===== src/ecal_pkg.sv =====
`default_nettype none
package ecal_pkg;
  localparam int          NPORT          = 3;
  // EEPROM byte offsets of the words walked by the autoload
  localparam logic [7:0]  EE_SIG_OFS     = 8'h00;
  localparam logic [7:0]  EE_VID_OFS     = 8'h02;
  localparam logic [7:0]  EE_DID_OFS     = 8'h04;
  localparam logic [7:0]  EE_MISC0_OFS   = 8'h06;
  localparam logic [7:0]  EE_SSVID_OFS   = 8'h08;
  localparam logic [7:0]  EE_SSID_OFS    = 8'h0A;
  localparam logic [7:0]  EE_MISC1_OFS   = 8'h0C;
  localparam logic [7:0]  EE_LAST_OFS    = 8'h0C;
  localparam logic [7:0]  EE_STEP        = 8'h02;
  localparam logic [15:0] EE_SIGNATURE   = 16'h1516;
  // Source bit positions, misc word 0
  localparam int          M0_EXTVC       = 0;
  localparam int          M0_L0S_LO      = 1;
  localparam int          M0_L1_LO       = 4;
  localparam int          M0_CLKPM       = 7;
  localparam int          M0_NOORD_EGR   = 8;
  localparam int          M0_NOORD_TAG   = 9;
  localparam int          M0_SAF         = 10;
  localparam int          M0_CT_LO       = 11;
  localparam int          M0_ARB         = 13;
  localparam int          M0_CRED        = 14;
  localparam int          M0_NPSAF       = 15;
  // Source bit positions, misc word 1
  localparam int          M1_MPS_LO      = 0;
  localparam int          M1_ASPM_LO     = 2;
  localparam int          M1_RBER        = 4;
  localparam int          M1_MSI_DIS     = 5;
  localparam int          M1_CMP_DIS     = 6;
  localparam int          M1_PM_DIS      = 7;
  localparam int          M1_ORD5        = 8;
  localparam int          M1_LBN         = 9;
  // Destination bit positions in the configuration images
  localparam int          LC_ASPM_LO     = 10;
  localparam int          LC_L0S_LO      = 12;
  localparam int          LC_L1_LO       = 15;
  localparam int          LC_CLKPM       = 18;
  localparam int          LC_LBN         = 21;
  localparam int          DC_MPS_LO      = 0;
  localparam int          DC_RBER        = 15;
  localparam int          CD_PM_DIS      = 13;
  localparam int          CD_MSI_DIS     = 14;
  localparam int          SW_SAF         = 0;
  localparam int          SW_CT_LO       = 1;
  localparam int          SW_ARB         = 3;
  localparam int          SW_CRED        = 4;
  localparam int          SW_NOORD_EGR   = 5;
  localparam int          SW_NOORD_TAG   = 6;
  localparam int          SW_NPSAF       = 7;
  localparam int          SW_CMP_DIS     = 15;
  localparam int          OR_RULE5       = 5;
  localparam int          VC_EXT_CNT     = 0;
  // Reset values, kept when no valid image is found
  localparam logic [15:0] RST_ID         = 16'h0000;
  localparam logic [31:0] RST_LNKCAP     = 32'h0000_0000;
  localparam logic [15:0] RST_DEVCAP     = 16'h0000;
  localparam logic [15:0] RST_CAPDIS     = 16'h0000;
  localparam logic [15:0] RST_SWCTL      = 16'h0000;
  localparam logic [7:0]  RST_ORDER      = 8'h00;
  localparam logic [7:0]  RST_VCCNT      = 8'h00;
endpackage : ecal_pkg
`default_nettype wire


===== src/ecal_fetch_if.sv =====
`timescale 1ns/1ns
`default_nettype none
interface ecal_fetch_if;
  logic        start;
  logic [7:0]  addr;
  logic        done;
  logic [15:0] data;
  modport ctl (output start, output addr, input done, input data);
  modport eng (input start, input addr, output done, output data);
endinterface : ecal_fetch_if
`default_nettype wire


===== src/ecal_fetch.sv =====
`timescale 1ns/1ns
`default_nettype none
module ecal_fetch (
  input  wire logic        sys_clk_i,  // Core clock
  input  wire logic        rst_i,      // Sync reset, high
  ecal_fetch_if.eng        fch,        // Word request from sequencer
  output logic             ee_req_o,   // Word read request, level
  output logic [7:0]       ee_addr_o,  // EEPROM byte offset
  input  wire logic        ee_ack_i,   // Read data valid, pulse
  input  wire logic [15:0] ee_rdata_i  // Read data word
);
  import ecal_pkg::*;

  typedef struct packed {
    logic        req;
    logic [7:0]  addr;
    logic        done;
    logic [15:0] data;
  } ecal_fst_t;

  ecal_fst_t st;
  ecal_fst_t next_st;

  always_comb begin
    next_st = st;
    next_st.done = 1'b0;
    if (st.req && ee_ack_i) begin
      next_st.req = 1'b0;
      next_st.done = 1'b1;
      next_st.data = ee_rdata_i;
    end else if (!st.req && fch.start) begin
      next_st.req = 1'b1;
      next_st.addr = fch.addr;
    end
  end

  always_ff @(posedge sys_clk_i) begin
    if (rst_i) begin
      st <= '0;
    end else begin
      st <= next_st;
    end
  end

  assign ee_req_o  = st.req;
  assign ee_addr_o = st.addr;
  assign fch.done  = st.done;
  assign fch.data  = st.data;
endmodule : ecal_fetch
`default_nettype wire


===== src/ecal_top.sv =====
`timescale 1ns/1ns
`default_nettype none
// Contract
// (RULE1) Autoload starts after reset, only on signature
// (RULE2) Read consecutive words, load their fields
// (RULE3) Host waits for autoload done status
// (RULE4) Word 00h must equal signature value
// (RULE5) Misc0 bit0 to extended VC count
// (RULE6) Misc0 bits 3:1 to L0s latency
// (RULE7) Misc0 bits 6:4 to L1 latency
// (RULE8) Misc0 bit7 to clock PM capability
// (RULE9) Misc0 bit8 to port0 egress no-ordering
// (RULE10) Misc0 bit9 to port0 tag no-ordering
// (RULE11) Misc0 bit10 to port0 store-and-forward
// (RULE12) Misc0 bits 12:11 to cut-through threshold
// (RULE13) Misc0 bit13 to port0 arbiter mode
// (RULE14) Misc0 bit14 to credit update mode
// (RULE15) Misc0 bit15 to non-posted store-forward
// (RULE16) Misc1 bits 1:0 to max payload
// (RULE17) Misc1 bits 3:2 to ASPM support
// (RULE18) Misc1 bit4 to role-based error reporting
// (RULE19) Misc1 bit5 to MSI capability disable
// (RULE20) Misc1 bit6 to compliance parity disable
// (RULE21) Misc1 bit7 to PM capability disable
// (RULE22) Misc1 bit8 to posted-pass ordering rule
// (RULE23) Misc1 bit9 to LBN, ports 1-2
// (RULE24) ID words copied whole into IDs
module ecal_top (
  input  wire logic                          sys_clk_i,     // Core clock
  input  wire logic                          rst_i,         // Sync reset, high
  output logic                               ee_req_o,      // EEPROM word request
  output logic [7:0]                         ee_addr_o,     // EEPROM byte offset
  input  wire logic                          ee_ack_i,      // EEPROM data valid
  input  wire logic [15:0]                   ee_rdata_i,    // EEPROM data word
  output logic                               load_done_o,   // Autoload complete status
  output logic                               sig_ok_o,      // Signature recognised
  output logic [15:0]                        vendor_id_o,   // Vendor ID
  output logic [15:0]                        device_id_o,   // Device ID
  output logic [15:0]                        ss_vendor_o,   // Subsystem vendor ID
  output logic [15:0]                        ss_id_o,       // Subsystem ID
  output logic [ecal_pkg::NPORT-1:0][31:0]   lnk_cap_o,     // Link capability image
  output logic [ecal_pkg::NPORT-1:0][15:0]   dev_cap_o,     // Device capability image
  output logic [ecal_pkg::NPORT-1:0][15:0]   cap_dis_o,     // Capability disable image
  output logic [ecal_pkg::NPORT-1:0][15:0]   sw_ctl_o,      // Switch mode image
  output logic [ecal_pkg::NPORT-1:0][7:0]    order_o,       // Ordering control image
  output logic [ecal_pkg::NPORT-1:0][7:0]    vc_cnt_o       // Extended VC count image
);
  import ecal_pkg::*;

  typedef enum {
    ST_START,
    ST_WAIT,
    ST_DONE
  } ecal_state_t;

  typedef struct packed {
    ecal_state_t                 state;
    logic                        start;
    logic [7:0]                  addr;
    logic                        done;
    logic                        sig_ok;
    logic [15:0]                 vid;
    logic [15:0]                 did;
    logic [15:0]                 ssvid;
    logic [15:0]                 ssid;
    logic [NPORT-1:0][31:0]      lnk_cap;
    logic [NPORT-1:0][15:0]      dev_cap;
    logic [NPORT-1:0][15:0]      cap_dis;
    logic [NPORT-1:0][15:0]      sw_ctl;
    logic [NPORT-1:0][7:0]       order;
    logic [NPORT-1:0][7:0]       vc_cnt;
  } ecal_st_t;

  ecal_st_t st;
  ecal_st_t next_st;

  ecal_fetch_if fch ();

  ecal_fetch u_fetch (
    .sys_clk_i  (sys_clk_i),
    .rst_i      (rst_i),
    .fch        (fch),
    .ee_req_o   (ee_req_o),
    .ee_addr_o  (ee_addr_o),
    .ee_ack_i   (ee_ack_i),
    .ee_rdata_i (ee_rdata_i)
  );

  assign fch.start = st.start;
  assign fch.addr  = st.addr;

  logic [15:0] w;
  assign w = fch.data;

  always_comb begin
    next_st = st;
    next_st.start = 1'b0;
    case (st.state)
      // (RULE1) start right after reset
      ST_START: begin
        next_st.start = 1'b1;
        next_st.addr  = EE_SIG_OFS;
        next_st.state = ST_WAIT;
      end
      ST_WAIT: begin
        if (fch.done) begin
          next_st.state = ST_START;
          case (st.addr)
            EE_SIG_OFS: begin
              // (RULE4) signature gates the load
              next_st.sig_ok = (w == EE_SIGNATURE);
            end
            // (RULE24) identity words copied whole
            EE_VID_OFS:   next_st.vid   = w;
            EE_DID_OFS:   next_st.did   = w;
            EE_SSVID_OFS: next_st.ssvid = w;
            EE_SSID_OFS:  next_st.ssid  = w;
            EE_MISC0_OFS: begin
              for (int p = 0; p < NPORT; p++) begin
                // (RULE5) extended VC count
                next_st.vc_cnt[p][VC_EXT_CNT] = w[M0_EXTVC];
                // (RULE6) L0s exit latency
                next_st.lnk_cap[p][LC_L0S_LO +: 3] = w[M0_L0S_LO +: 3];
                // (RULE7) L1 exit latency
                next_st.lnk_cap[p][LC_L1_LO +: 3] = w[M0_L1_LO +: 3];
                // (RULE8) clock PM capability
                next_st.lnk_cap[p][LC_CLKPM] = w[M0_CLKPM];
              end
              // (RULE9) egress no-ordering, port 0
              next_st.sw_ctl[0][SW_NOORD_EGR] = w[M0_NOORD_EGR];
              // (RULE10) tag no-ordering, port 0
              next_st.sw_ctl[0][SW_NOORD_TAG] = w[M0_NOORD_TAG];
              // (RULE11) store and forward
              next_st.sw_ctl[0][SW_SAF] = w[M0_SAF];
              // (RULE12) cut-through threshold
              next_st.sw_ctl[0][SW_CT_LO +: 2] = w[M0_CT_LO +: 2];
              // (RULE13) arbiter mode
              next_st.sw_ctl[0][SW_ARB] = w[M0_ARB];
              // (RULE14) credit update mode
              next_st.sw_ctl[0][SW_CRED] = w[M0_CRED];
              // (RULE15) non-posted store and forward
              next_st.sw_ctl[0][SW_NPSAF] = w[M0_NPSAF];
            end
            EE_MISC1_OFS: begin
              for (int p = 0; p < NPORT; p++) begin
                // (RULE16) max payload supported
                next_st.dev_cap[p][DC_MPS_LO +: 2] = w[M1_MPS_LO +: 2];
                // (RULE17) ASPM support
                next_st.lnk_cap[p][LC_ASPM_LO +: 2] = w[M1_ASPM_LO +: 2];
                // (RULE18) role-based error reporting
                next_st.dev_cap[p][DC_RBER] = w[M1_RBER];
                // (RULE19) MSI capability disable
                next_st.cap_dis[p][CD_MSI_DIS] = w[M1_MSI_DIS];
                // (RULE20) compliance parity disable
                next_st.sw_ctl[p][SW_CMP_DIS] = w[M1_CMP_DIS];
                // (RULE21) PM capability disable
                next_st.cap_dis[p][CD_PM_DIS] = w[M1_PM_DIS];
                // (RULE22) posted passes non-posted
                next_st.order[p][OR_RULE5] = w[M1_ORD5];
                // (RULE23) LBN on downstream ports only
                if (p != 0) begin
                  next_st.lnk_cap[p][LC_LBN] = w[M1_LBN];
                end
              end
            end
            default: ;
          endcase
          // (RULE2) step to the next word
          if ((st.addr == EE_SIG_OFS && w != EE_SIGNATURE) || st.addr == EE_LAST_OFS) begin
            next_st.state = ST_DONE;
            next_st.done  = 1'b1;
          end else begin
            next_st.start = 1'b1;
            next_st.state = ST_WAIT;
            next_st.addr  = st.addr + EE_STEP;
          end
        end
      end
      ST_DONE: begin
        next_st.state = ST_DONE;
      end
      default: begin
        next_st.state = ST_DONE;
      end
    endcase
  end

  always_ff @(posedge sys_clk_i) begin
    if (rst_i) begin
      st.state  <= ST_START;
      st.start  <= 1'b0;
      st.addr   <= EE_SIG_OFS;
      st.done   <= 1'b0;
      st.sig_ok <= 1'b0;
      st.vid    <= RST_ID;
      st.did    <= RST_ID;
      st.ssvid  <= RST_ID;
      st.ssid   <= RST_ID;
      st.lnk_cap <= {NPORT{RST_LNKCAP}};
      st.dev_cap <= {NPORT{RST_DEVCAP}};
      st.cap_dis <= {NPORT{RST_CAPDIS}};
      st.sw_ctl  <= {NPORT{RST_SWCTL}};
      st.order   <= {NPORT{RST_ORDER}};
      st.vc_cnt  <= {NPORT{RST_VCCNT}};
    end else begin
      st <= next_st;
    end
  end

  // (RULE3) host gates its access on this flag
  assign load_done_o = st.done;
  assign sig_ok_o    = st.sig_ok;
  assign vendor_id_o = st.vid;
  assign device_id_o = st.did;
  assign ss_vendor_o = st.ssvid;
  assign ss_id_o     = st.ssid;

  for (genvar p = 0; p < NPORT; p++) begin : g_port
    assign lnk_cap_o[p] = st.lnk_cap[p];
    assign dev_cap_o[p] = st.dev_cap[p];
    assign cap_dis_o[p] = st.cap_dis[p];
    assign sw_ctl_o[p]  = st.sw_ctl[p];
    assign order_o[p]   = st.order[p];
    assign vc_cnt_o[p]  = st.vc_cnt[p];
  end

  // One-cycle strobes: a word taken in the wait state
  logic        ldw;
  logic        ld0;
  logic        ld1;
  logic        ldv;
  logic        ldd;
  logic        lds;
  logic        ldi;
  assign ldw = (st.state == ST_WAIT) && fch.done;
  assign ld0 = ldw && (st.addr == EE_MISC0_OFS);
  assign ld1 = ldw && (st.addr == EE_MISC1_OFS);
  assign ldv = ldw && (st.addr == EE_VID_OFS);
  assign ldd = ldw && (st.addr == EE_DID_OFS);
  assign lds = ldw && (st.addr == EE_SSVID_OFS);
  assign ldi = ldw && (st.addr == EE_SSID_OFS);
endmodule : ecal_top
`default_nettype wire


===== config.mk =====
export PLATFORM = sky130hd
export DESIGN_NAME = ecal_top
export DESIGN_NICKNAME = d
export VERILOG_FILES = /design/src/ecal_pkg.sv /design/src/ecal_fetch_if.sv /design/src/ecal_fetch.sv /design/src/ecal_top.sv
export SDC_FILE = /design/constraint.sdc
export NUM_CORES = 1
export LEC_CHECK = 0
export ABC_CLOCK_PERIOD_IN_PS = 2600
export BUFFER_PORTS_ARGS = -buffer_cell sky130_fd_sc_hd__buf_2
export CAP_MARGIN = 15
export CORE_MARGIN = 5
export CORE_UTILIZATION = 25
export CTS_CLUSTER_SIZE = 25
export DETAILED_ROUTE_END_ITERATION = 10
export SYNTH_ARGS = -nofsm -noshare
export SYNTH_HDL_FRONTEND = slang
export SYNTH_SLANG_ARGS = --single-unit
export TNS_END_PERCENT = 1

===== constraint.sdc =====
create_clock -name sys_clk_i -period 2.6 [get_ports sys_clk_i]
set_clock_uncertainty 0.2 [all_clocks]
set_input_delay 0.26 -clock sys_clk_i [delete_from_list [all_inputs] [get_ports sys_clk_i]]
set_output_delay 0.26 -clock sys_clk_i [all_outputs]
set_load 0.01 [all_outputs]

== After elaboration in Yosys (flattened, before gate mapping) ==
Index checks and enable logic that the tools add are counted.

* Word-level logic and storage cells: 66
* Bits in registers: 161
* Output and inout bits: 363

* Bitwise logic cells: 1
* Equal/unequal tests: 11
* Mux-type cells: 12
* $add $sub $neg: 1
* Reductions and logical operators: 19

{| class="wikitable"
|+ Operator list
! kind !! number
|-
| $mux W107 || 1
|-
| $mux W16 || 4
|-
| $pmux W32 S2 || 1
|-
| $eq A32 B1 Y1 const B || 1
|-
| $logic_not A32 Y1 || 1
|-
| $reduce_and A3 Y1 || 9
|-
| $eq A8 B4 Y1 const B || 3
|-
| $pmux W9 S2 || 1
|-
| $mux W17 || 1
|-
| $eq A16 B13 Y1 const B || 1
|-
| $eq A8 B3 Y1 const B || 2
|-
| $ne A16 B13 Y1 const B || 1
|-
| $mux W9 || 1
|-
| $add A8 B2 Y8 const B || 1
|-
| $eq A8 B2 Y1 const B || 1
|-
| $logic_not A8 Y1 || 1
|-
| $logic_and A1 B1 Y1 || 3
|-
| $mux W1 || 2
|-
| $mux W2 || 1
|-
| $ne A2 B1 Y1 const B || 1
|-
| $ne A2 B2 Y1 const B || 1
|-
| $reduce_and A2 Y1 || 1
|-
| $reduce_bool A2 Y1 || 1
|-
| $reduce_or A2 Y1 || 1
|-
| other kinds (3) || 3
|}

== Depth between registers and ports, before layout ==
Gate-level depths: netlist (run 1).

* Depth in word-level cells: 6
* Depth in mapped cells: 7
* Mapped depth without buffers: 5

== Modules after synthesis ==
Synthesis (run 1) repeated with hierarchy kept, for this count alone.

* Cells, all modules: 901
* Area total of the unflattened synthesis: 7,739.9 um2

{| class="wikitable"
|+ By module, submodules not included
! module !! times used !! seq. area each (um2) !! cells each !! area each (um2)
|-
| ecal_top || 1 || 2,042.0 || 786 || 6,547.5
|-
| ecal_fetch || 1 || 520.5 || 115 || 1,192.4
|}

== Least setup slack after synthesis (run 1) ==
No wires, ideal clock.

* Path kind: register -> register
* Start: reg, netlist name fch.addr[4]
* End: reg st (netlist bit sw_ctl_o[3])
* Path buffers: 2
* Period minus slack after synthesis: 2.316 ns
* Cell stages (with the launch flop): 7
* Arrival: 1.988 ns
* Required time: 2.272 ns
* Setup slack: 0.284 ns
* Path through: dfxtp_1 or4_4 buf_6 nor4_4 buf_6 mux2i_1 nor2_1

* Word-level cells in the longest chain between the ends: 2

{| class="wikitable"
|+ RTL lines
! element !! line !! RTL
|-
| $eq A8 B3 Y1 || ecal_top.sv:108 || <nowiki>case (st.addr)</nowiki>
|-
| $reduce_and A3 Y1 (no source line) || - ||
|-
| end signal, assigned || ecal_top.sv:206 || <nowiki>st <= next_st;</nowiki>
|-
| end, declared || ecal_top.sv:74 || <nowiki>ecal_st_t st;</nowiki>
|}

Every way passes these cells.
A chain may end at the register's enable or synchronous reset.

== Final worst setup path (run 1) ==
* Start: reg, netlist name fch.addr[4]
* End: reg st (netlist bit ss_vendor_o[5])

* Word-level cells in the longest chain between the ends: 2

{| class="wikitable"
|+ RTL lines
! element !! line
|-
| $eq A8 B4 Y1 || ecal_top.sv:108
|-
| $reduce_and A3 Y1 (no source line) || -
|}

Every way passes these cells.

==> impl_metrics.yaml, run 1 <==
run_status:
  outcome: "finished clean"
critical_path:
  beginning_of_the_worst_register_to_register_path: "fch.addr[4]"
  timing.reg2reg.worst_path_depth: 5
  cp_max_fo: 12
  timing.critical_path.slowest_stage_cell: "or4_4"
  worst_ep_required_time_ns: 2.67
  crit_path_max_incr_delay_ns: 0.67
  r2r_setup_slack_ns: 0.32
  critPathCaptureType: "flop"
  worst-setup-path-type: "reg2reg"
  crit_path_start_kind: "flop"
  arrival_time_of_the_worst_setup_path_ns: 2.35
  critical_path.cell_chain: "or4_4 -> nor4_4 -> buf_4 -> mux2i_1 -> nor2_1"
  regToRegEndpoint: "ss_vendor_o[5]"
floorplan:
  io_pins: 382
  rows: 63
  die-width_um: 183
  design.core.area_um2: 29600
  die_area_um2: 33400
  die_height_um: 183
  floorplan.initialDensity: 0.253
logic_synthesis:
  post_syn_area_per_cell_um2: 9.24
  synth-warning-count: 0
  summed_instance_area_of_the_synthesized_netlist_um2: 7460
  synth-seq-area-share: 0.341
  synth_edf_count: 0
  synth_top_area_cell: "buf_4"
  synth_flop_cell: "dfxtp_1"
  netlist_instances: 808
  top_post_synthesis_cells_by_area: "buf_4, dfxtp_1, mux2i_1"
  asyncSetResetFlopFracSynth: 0
  yosys.cell_types.count: 47
  yosys_register_bits: 127
  synth_top_area_frac: 0.357
route:
  viasPerCell: 3.53
  antenna_violating_nets_post_route: 0
  drtIter0Drc: 100
  routed_length_per_instance_um: 13.9
  route.final.wire_length_um: 17600
  detailroute.via_count: 4467
  route.detailed.drc: 0
  drt_first_pass_iters: 4
worst_hold_path:
  hold_start: "ee_ack_i"
  min_path_cells: 3
  hold_end: "u_fetch.ee_req_o"
  holdCritPathClass: "in2reg"
place:
  hpwl_um: 12800
  port-buffer-count: 153
  gpl.final_weighted_congestion: 0.757
clock_tree:
  ctsLongestPathBuffers: 2
  cts.root.buffer_cell: "clkbuf_16"
  tritoncts: "yes"
  cts-hold-fix-buffers: 17
  clk-insertion-delay-late_ns: 0.42
  cts-buffers-inserted: 17
  post-cts-setup-buffer-count: 0
  cts.clk_slew.worst_paths_ns: 0.06
  total_of_cells_resized_after_clock_tree_synthesis: 0
  h_tree_depth: 4
  total_number_of_clock_tree_sinks: 127
job:
  maxCapViolations: 0
global_route:
  grt_pass1_vias: 4015
  antenna_found_initial: 1
  gr-usage-all-layers: 0.0974
  maximum_number_of_pins_on_one_net_before_global_route_repair: 63
  grt_remaining_overflow: 0
  grt_first_pass_wirelength_um: 24500
power_and_ir_drop:
  max-vdd-ir-drop_uv: 359
  p_total_mw: 4.64
  p_per_area_nw_per_um2: 604
  static-leakage-power_nw: 3.53
timing:
  clock.fmax_mhz: 439
  post-route-min-period_ns: 2.28
  rsz_0062_raised_after_global_routing: "false"
  final-max-slew-violation-count: 0
  setup-tns-final_ns: 0
  hold_violations: 0
  worst_slew_margin_rel: 0.527
  report.final.setup_viol: 0
  finalCritPeriodShare: 0.876
  slew_at_the_pin_with_the_worst_max_slew_slack_ns: 0.710
final_layout:
  most_frequent_cells_in_the_layout: "conb_1, buf_2, dfxtp_1, nor2_1, mux2i_1"
  mostFrequentLayoutCell: "conb_1"
  syn2layout_area_growth_pct: 3.05
  finalNetCount: 882
  layout_cell_share_with_drive_strength_beyond_1: 0.253
==> critical path: cells and delay by family, from the launching register on <==
family                 cells  cell delay (ns)
DFF                        1             0.36
and+or+nand+nor            3             1.09
buffers and inverters      1             0.28
muxes                      1             0.20
==> cell usage after synthesis, types with 5 or more instances <==
cell      count
dfxtp_1     127
nand2b_1      6
buf_4       355
nand2_1      10
a21oi_1      10
a22o_1       16
clkbuf_1     15
buf_6         8
mux2i_1      95
nor4_4        5
nor2_1      106
==> worst max-delay path by stage <==
stage | start | end | slack (ns)
2_1_floorplan | fch.addr[4] | sw_ctl_o[3] | 0.28
3_3_place_gp | fch.addr[4] | cap_dis_o[30] | 0.32
3_5_place_dp | fch.addr[4] | ss_vendor_o[6] | 0.30
4_1_cts | fch.addr[4] | cap_dis_o[30] | 0.29
5_1_grt | fch.addr[4] | dev_cap_o[32] | 0.19
6_report | fch.addr[4] | ss_vendor_o[5] | 0.32
==> metal layers <==
metal,vias up,global-route usage,routed length [µm]
met5,-,0,0
met4,0,0.0259,131
met3,9,0.0317,1680
met2,241,0.167,8750
met1,2050,0.118,7030
li1,2167,-,-
==> per-stage QoR <==
step	hold slack (ns)	instances	utilization	worst slack, ns	instance area (µm²)
final	0.0803	1265	0.260	0.324	7690
after global routing	0.107	1264	0.260	0.192	7690
after CTS	0.0720	1264	0.260	0.290	7690
after detailed placement	0.251	1216	0.235	0.303	6940
after global placement	0.247	1216	0.235	0.317	6940
after floorplan	0.186	1035	-	0.284	8320
==> state kept, by name, indices dropped and copies added (netlist names), 3 cells and up <==
name               count
device_id_o           16
ss_id_o               16
ss_vendor_o           16
u_fetch.fch.data      16
vendor_id_o           16
lnk_cap_o             10
sw_ctl_o               9
fch.addr               7
u_fetch.ee_addr_o      7
dev_cap_o              3
==> layout make-up <==
| type | count | area [µm²] |
|---|---|---|
| fill | 3208 | 21900 |
| multi-input combinational | 520 | 2920 |
| sequential | 127 | 2540 |
| timing repair buffer | 193 | 1150 |
| tap | 390 | 488 |
| clock buffer | 18 | 439 |
| clock inverter | 13 | 140 |
| inverter | 3 | 11.3 |
| antenna | 1 | 2.50 |
==> power by group <==
part	total, mW	switching, mW	internal (mW)
clock	2.37	0.937	1.43
combinational	0.289	0.232	0.0573
sequential	1.98	0.0238	1.96
total	4.64	1.19	3.45
==> cells by family (layout without fill, tap and decap cells) <==
| group | Yosys count | count (layout) | share of synthesized area |
|---|---|---|---|
| adder cells (fa/ha/maj) | 1 | 1 | 0.00168 |
| multiplexers | 95 | 95 | 0.127 |
| XOR/XNOR | 2 | 2 | 0.00235 |
| buffers and inverters | 388 | 227 | 0.384 |
| AND/OR/NAND/NOR | 153 | 153 | 0.103 |
| other | 1 | 229 | 0.000502 |
| AO/OA/AOI/OAI | 41 | 41 | 0.0406 |
| flip-flops | 127 | 127 | 0.341 |
Power figures use the tool's default switching activity.
==> run 2, diff against run 1 <==
CELL_PAD_IN_SITES_DETAIL_PLACEMENT = 0   (was default)
CELL_PAD_IN_SITES_GLOBAL_PLACEMENT = 1   (was default)
PLACE_DENSITY_LB_ADDON = 0.1   (was default)
==> impl_metrics.yaml, run 2 (same netlist as run 1, synthesis figures left out) <==
global_route:
  grt_first_pass_wirelength_um: 27200
  antenna_found_initial: 0
  maximum_number_of_pins_on_one_net_before_global_route_repair: 44
  grt_pass1_vias: 4293
  grt_remaining_overflow: 0
  gr-usage-all-layers: 0.107
timing:
  hold_violations: 0
  post-route-min-period_ns: 2.33
  setup-tns-final_ns: 0
  finalCritPeriodShare: 0.895
  rsz_0062_raised_after_global_routing: "false"
  slew_at_the_pin_with_the_worst_max_slew_slack_ns: 0.935
  worst_slew_margin_rel: 0.376
  final-max-slew-violation-count: 0
  clock.fmax_mhz: 430
  report.final.setup_viol: 0
floorplan:
  io_pins: 382
  die_area_um2: 33400
  design.core.area_um2: 29600
  rows: 63
  die_height_um: 183
  die-width_um: 183
  floorplan.initialDensity: 0.253
clock_tree:
  cts.clk_slew.worst_paths_ns: 0.06
  total_number_of_clock_tree_sinks: 127
  cts-buffers-inserted: 17
  clk-insertion-delay-late_ns: 0.42
  total_of_cells_resized_after_clock_tree_synthesis: 0
  cts.root.buffer_cell: "clkbuf_16"
  h_tree_depth: 4
  ctsLongestPathBuffers: 2
  tritoncts: "yes"
power_and_ir_drop:
  static-leakage-power_nw: 3.53
  p_per_area_nw_per_um2: 609
  max-vdd-ir-drop_uv: 411
route:
  detailroute.via_count: 4463
  route.detailed.drc: 0
  routed_length_per_instance_um: 15.1
  drt_first_pass_iters: 4
  antenna_violating_nets_post_route: 0
  viasPerCell: 3.53
  drtIter0Drc: 144
  route.final.wire_length_um: 19100
critical_path:
  crit_path_start_kind: "flop"
  critPathCaptureType: "flop"
  worst-setup-path-type: "reg2reg"
  cp_max_fo: 12
  arrival_time_of_the_worst_setup_path_ns: 2.40
  worst_ep_required_time_ns: 2.67
final_layout:
  insertedDiodeCount: 0
  syn2layout_area_growth_pct: 3.10
  fin_util: 0.260
  mostFrequentLayoutCell: "conb_1"
  layout_cell_share_with_drive_strength_beyond_1: 0.255
  stdcell_area_um2: 7700
  finalNetCount: 881
  fill_cells: 3261
  most_frequent_cells_in_the_layout: "conb_1, buf_2, dfxtp_1, nor2_1, mux2i_1"
place:
  port-buffer-count: 153
  hpwl_um: 13800
  dpl-instance-area_um2: 6940
  gpl.final_weighted_congestion: 0.725
job:
  maxCapViolations: 0
worst_hold_path:
  holdCritPathClass: "in2reg"
run_status:
  outcome: "finished clean"
==> run 2: path summary, 6_finish.rpt <==
check              startpoint              endpoint  slack, ns  depth (start not counted)
setup reg to reg  fch.addr[4]               st[363]       0.27                          4
hold reg to reg     fch.start      u_fetch.ee_req_o       0.26                          1
setup / recovery  fch.addr[4]               st[363]       0.27                          4
hold / removal          rst_i  u_fetch.ee_addr_o[3]       0.06                          2
==> run 2: metal layers <==
metal  up-vias  global-route usage  share of wire
li1       2164                   -              -
met1      2068               0.147           0.46
met2       220               0.167           0.46
met3        11              0.0264          0.073
met4         0              0.0352          0.012
met5         -                   0              0
==> run 2: power by group <==
part / internal (mW) / switching [mW] / total, mW
Combinational: 0.0567 / 0.236 / 0.292
Clock: 1.46 / 0.947 / 2.41
Sequential: 1.96 / 0.0226 / 1.98
Total: 3.48 / 1.20 / 4.68
==> run 2: per-stage QoR <==
| step | cells | worst slack, ns | hold slack (ns) | power [mW] |
|---|---|---|---|---|
| global placement | 1216 | 0.335 | 0.252 | 2.29 |
| CTS | 1264 | 0.288 | 0.0584 | 4.78 |
| global route | 1264 | 0.151 | 0.0752 | 4.91 |
| finish | 1264 | 0.274 | 0.0605 | 4.68 |
| floorplan | 1035 | 0.284 | 0.186 | 2.48 |
| detailed placement | 1216 | 0.294 | 0.252 | 2.29 |
==> run 2: timing repair <==
item,4_1_cts,5_1_grt
endpoints found under the hold margin,16,0
setup buffers,0,0
hold buffers,16,0
==> run 2: critical path, cell delays in order, from the launching register on <==
cell	delay, ns
dfxtp_1	0.37
or4_4	0.68
or3_2	0.52
o21ai_1	0.29
a311oi_1	0.13
==> run 2: layout make-up <==
cell class	instances	area, µm²	area share
flip-flops and latches	127	2540	0.330
multi-input cells	520	2920	0.380
clock inverters	13	140	0.0182
clock buffers	19	453	0.0589
inverters	3	11.3	0.00146
well taps	390	488	0.0634
repair buffers	192	1140	0.148
==> run 3, diff against run 2 <==
CORE_UTILIZATION = 33   (was 25)
GPL_ROUTABILITY_DRIVEN = 0   (was default)
==> impl_metrics.yaml, run 3 (same netlist as run 1, synthesis figures left out) <==
global_route:
  grt_remaining_overflow: 0
  antenna_found_initial: 0
  grt_pass1_vias: 4401
  grt_first_pass_wirelength_um: 26400
  maximum_number_of_pins_on_one_net_before_global_route_repair: 44
  gr-usage-all-layers: 0.131
power_and_ir_drop:
  static-leakage-power_nw: 3.53
  p_per_area_nw_per_um2: 632
  max-vdd-ir-drop_uv: 373
job:
  maxCapViolations: 0
floorplan:
  die_area_um2: 25700
  die_height_um: 160
  rows: 55
  floorplan.initialDensity: 0.333
  io_pins: 382
  die-width_um: 160
  design.core.area_um2: 22400
critical_path:
  worstPathBufferInverterCount: 0
  arrival_time_of_the_worst_setup_path_ns: 2.42
  critical_path.cell_chain: "or4_4 -> or4_1 -> o221a_2 -> o22ai_1"
  crit_path_start_kind: "flop"
  cp_max_fo: 12
  timing.critical_path.slowest_stage_cell: "or4_4"
  worst-setup-path-type: "reg2reg"
  crit_path_max_incr_delay_ns: 0.67
  worst_ep_required_time_ns: 2.73
  critical_path.top_delay_family: "simple AND/OR/NAND/NOR gates"
  r2r_setup_slack_ns: 0.31
  critPathCaptureType: "flop"
route:
  route.detailed.drc: 0
  antenna_violating_nets_post_route: 0
  viasPerCell: 3.90
  drtIter0Drc: 101
  routed_length_per_instance_um: 15.3
  detailroute.via_count: 4501
  drt_first_pass_iters: 4
  route.final.wire_length_um: 17600
clock_tree:
  total_number_of_clock_tree_sinks: 127
  clk-insertion-delay-late_ns: 0.41
  cts.root.buffer_cell: "clkbuf_16"
  h_tree_depth: 4
  ctsLongestPathBuffers: 2
  cts-buffers-inserted: 17
  cts.clk_slew.worst_paths_ns: 0.06
  total_of_cells_resized_after_clock_tree_synthesis: 0
  tritoncts: "yes"
timing:
  final.setup.worst_slack_ns: 0.315
  hold_violations: 0
  clock.fmax_mhz: 438
  setup-tns-final_ns: 0
  holdWs_ns: 0.0508
  report.final.setup_viol: 0
  worst_slew_margin_rel: 0.596
  finalCritPeriodShare: 0.879
  slew_at_the_pin_with_the_worst_max_slew_slack_ns: 0.600
  final-max-slew-violation-count: 0
  rsz_0062_raised_after_global_routing: "false"
  post-route-min-period_ns: 2.29
place:
  hpwl_um: 13200
  port-buffer-count: 153
  dpl-instance-area_um2: 6780
  pre_cts_ws_ns: 0.345
final_layout:
  finalNetCount: 877
  stdcell_area_um2: 7560
  most_frequent_cells_in_the_layout: "conb_1, buf_2, dfxtp_1, nor2_1, mux2i_1"
  fin_util: 0.337
  mostFrequentLayoutCell: "conb_1"
  layout_cell_share_with_drive_strength_beyond_1: 0.249
  insertedDiodeCount: 0
  syn2layout_area_growth_pct: 1.22
worst_hold_path:
  holdCritPathClass: "in2reg"
run_status:
  outcome: "finished clean"
run 3: cell count changes in the layout (fill, tap and decap cells not counted), sizes merged:
| cell | previous run | this run |
|---|---|---|
| bufinv | 2 | 4 |
| buf | 176 | 172 |
| inv | 3 | 4 |
| clkinvlp | 4 | 2 |
| clkinv | 7 | 4 |
run 3: area by class of cell:
class                   count  area, µm²
well taps                 285        357
fillers                  2377      14900
flip-flops and latches    127       2540
inverters                   3       11.3
clock inverters            11        164
multi-input cells         520       2920
clock buffers              19        453
repair buffers            188       1110
run 3: worst register-to-register path: stages (launching register included):
cell	delay, ns
dfxtp_1	0.37
or4_4	0.67
or4_1	0.54
o221a_2	0.28
o22ai_1	0.16
run 3: timing repair:
action                    in CTS  in global routing
buffers inserted               0                  0
hold endpoints to repair      16                  0
hold buffers                  16                  0
run 3: worst paths after layout:
path / cells past startpoint / endpoint / start
worst max-delay path: 4 / fch.addr[3] / fch.addr[4]
worst min-delay path: 2 / u_fetch.ee_addr_o[2] / rst_i
worst max register to register: 4 / fch.addr[3] / fch.addr[4]
worst min register to register: 1 / u_fetch.ee_req_o / fch.start
run 3: layer usage:
metal,part of all wire,GRT usage
met5,0,0
met4,0.018,0.0422
met3,0.077,0.0413
met2,0.47,0.216
met1,0.43,0.163
run 3: stage by stage:
stage	instances	power [mW]
global placement	1107	2.28
CTS	1153	4.84
global route	1153	4.97
detailed placement	1107	2.28
finish	1153	4.78
floorplan	1035	2.48
run 3: where the power goes:
part / switching [mW] / leakage, nW / internal (mW) / total (mW)
combinational: 0.233 / 2.20 / 0.0550 / 0.288
sequential: 0.0240 / 1.02 / 1.96 / 1.98
clock: 0.867 / 0.301 / 1.64 / 2.51
total: 1.12 / 3.53 / 3.65 / 4.78
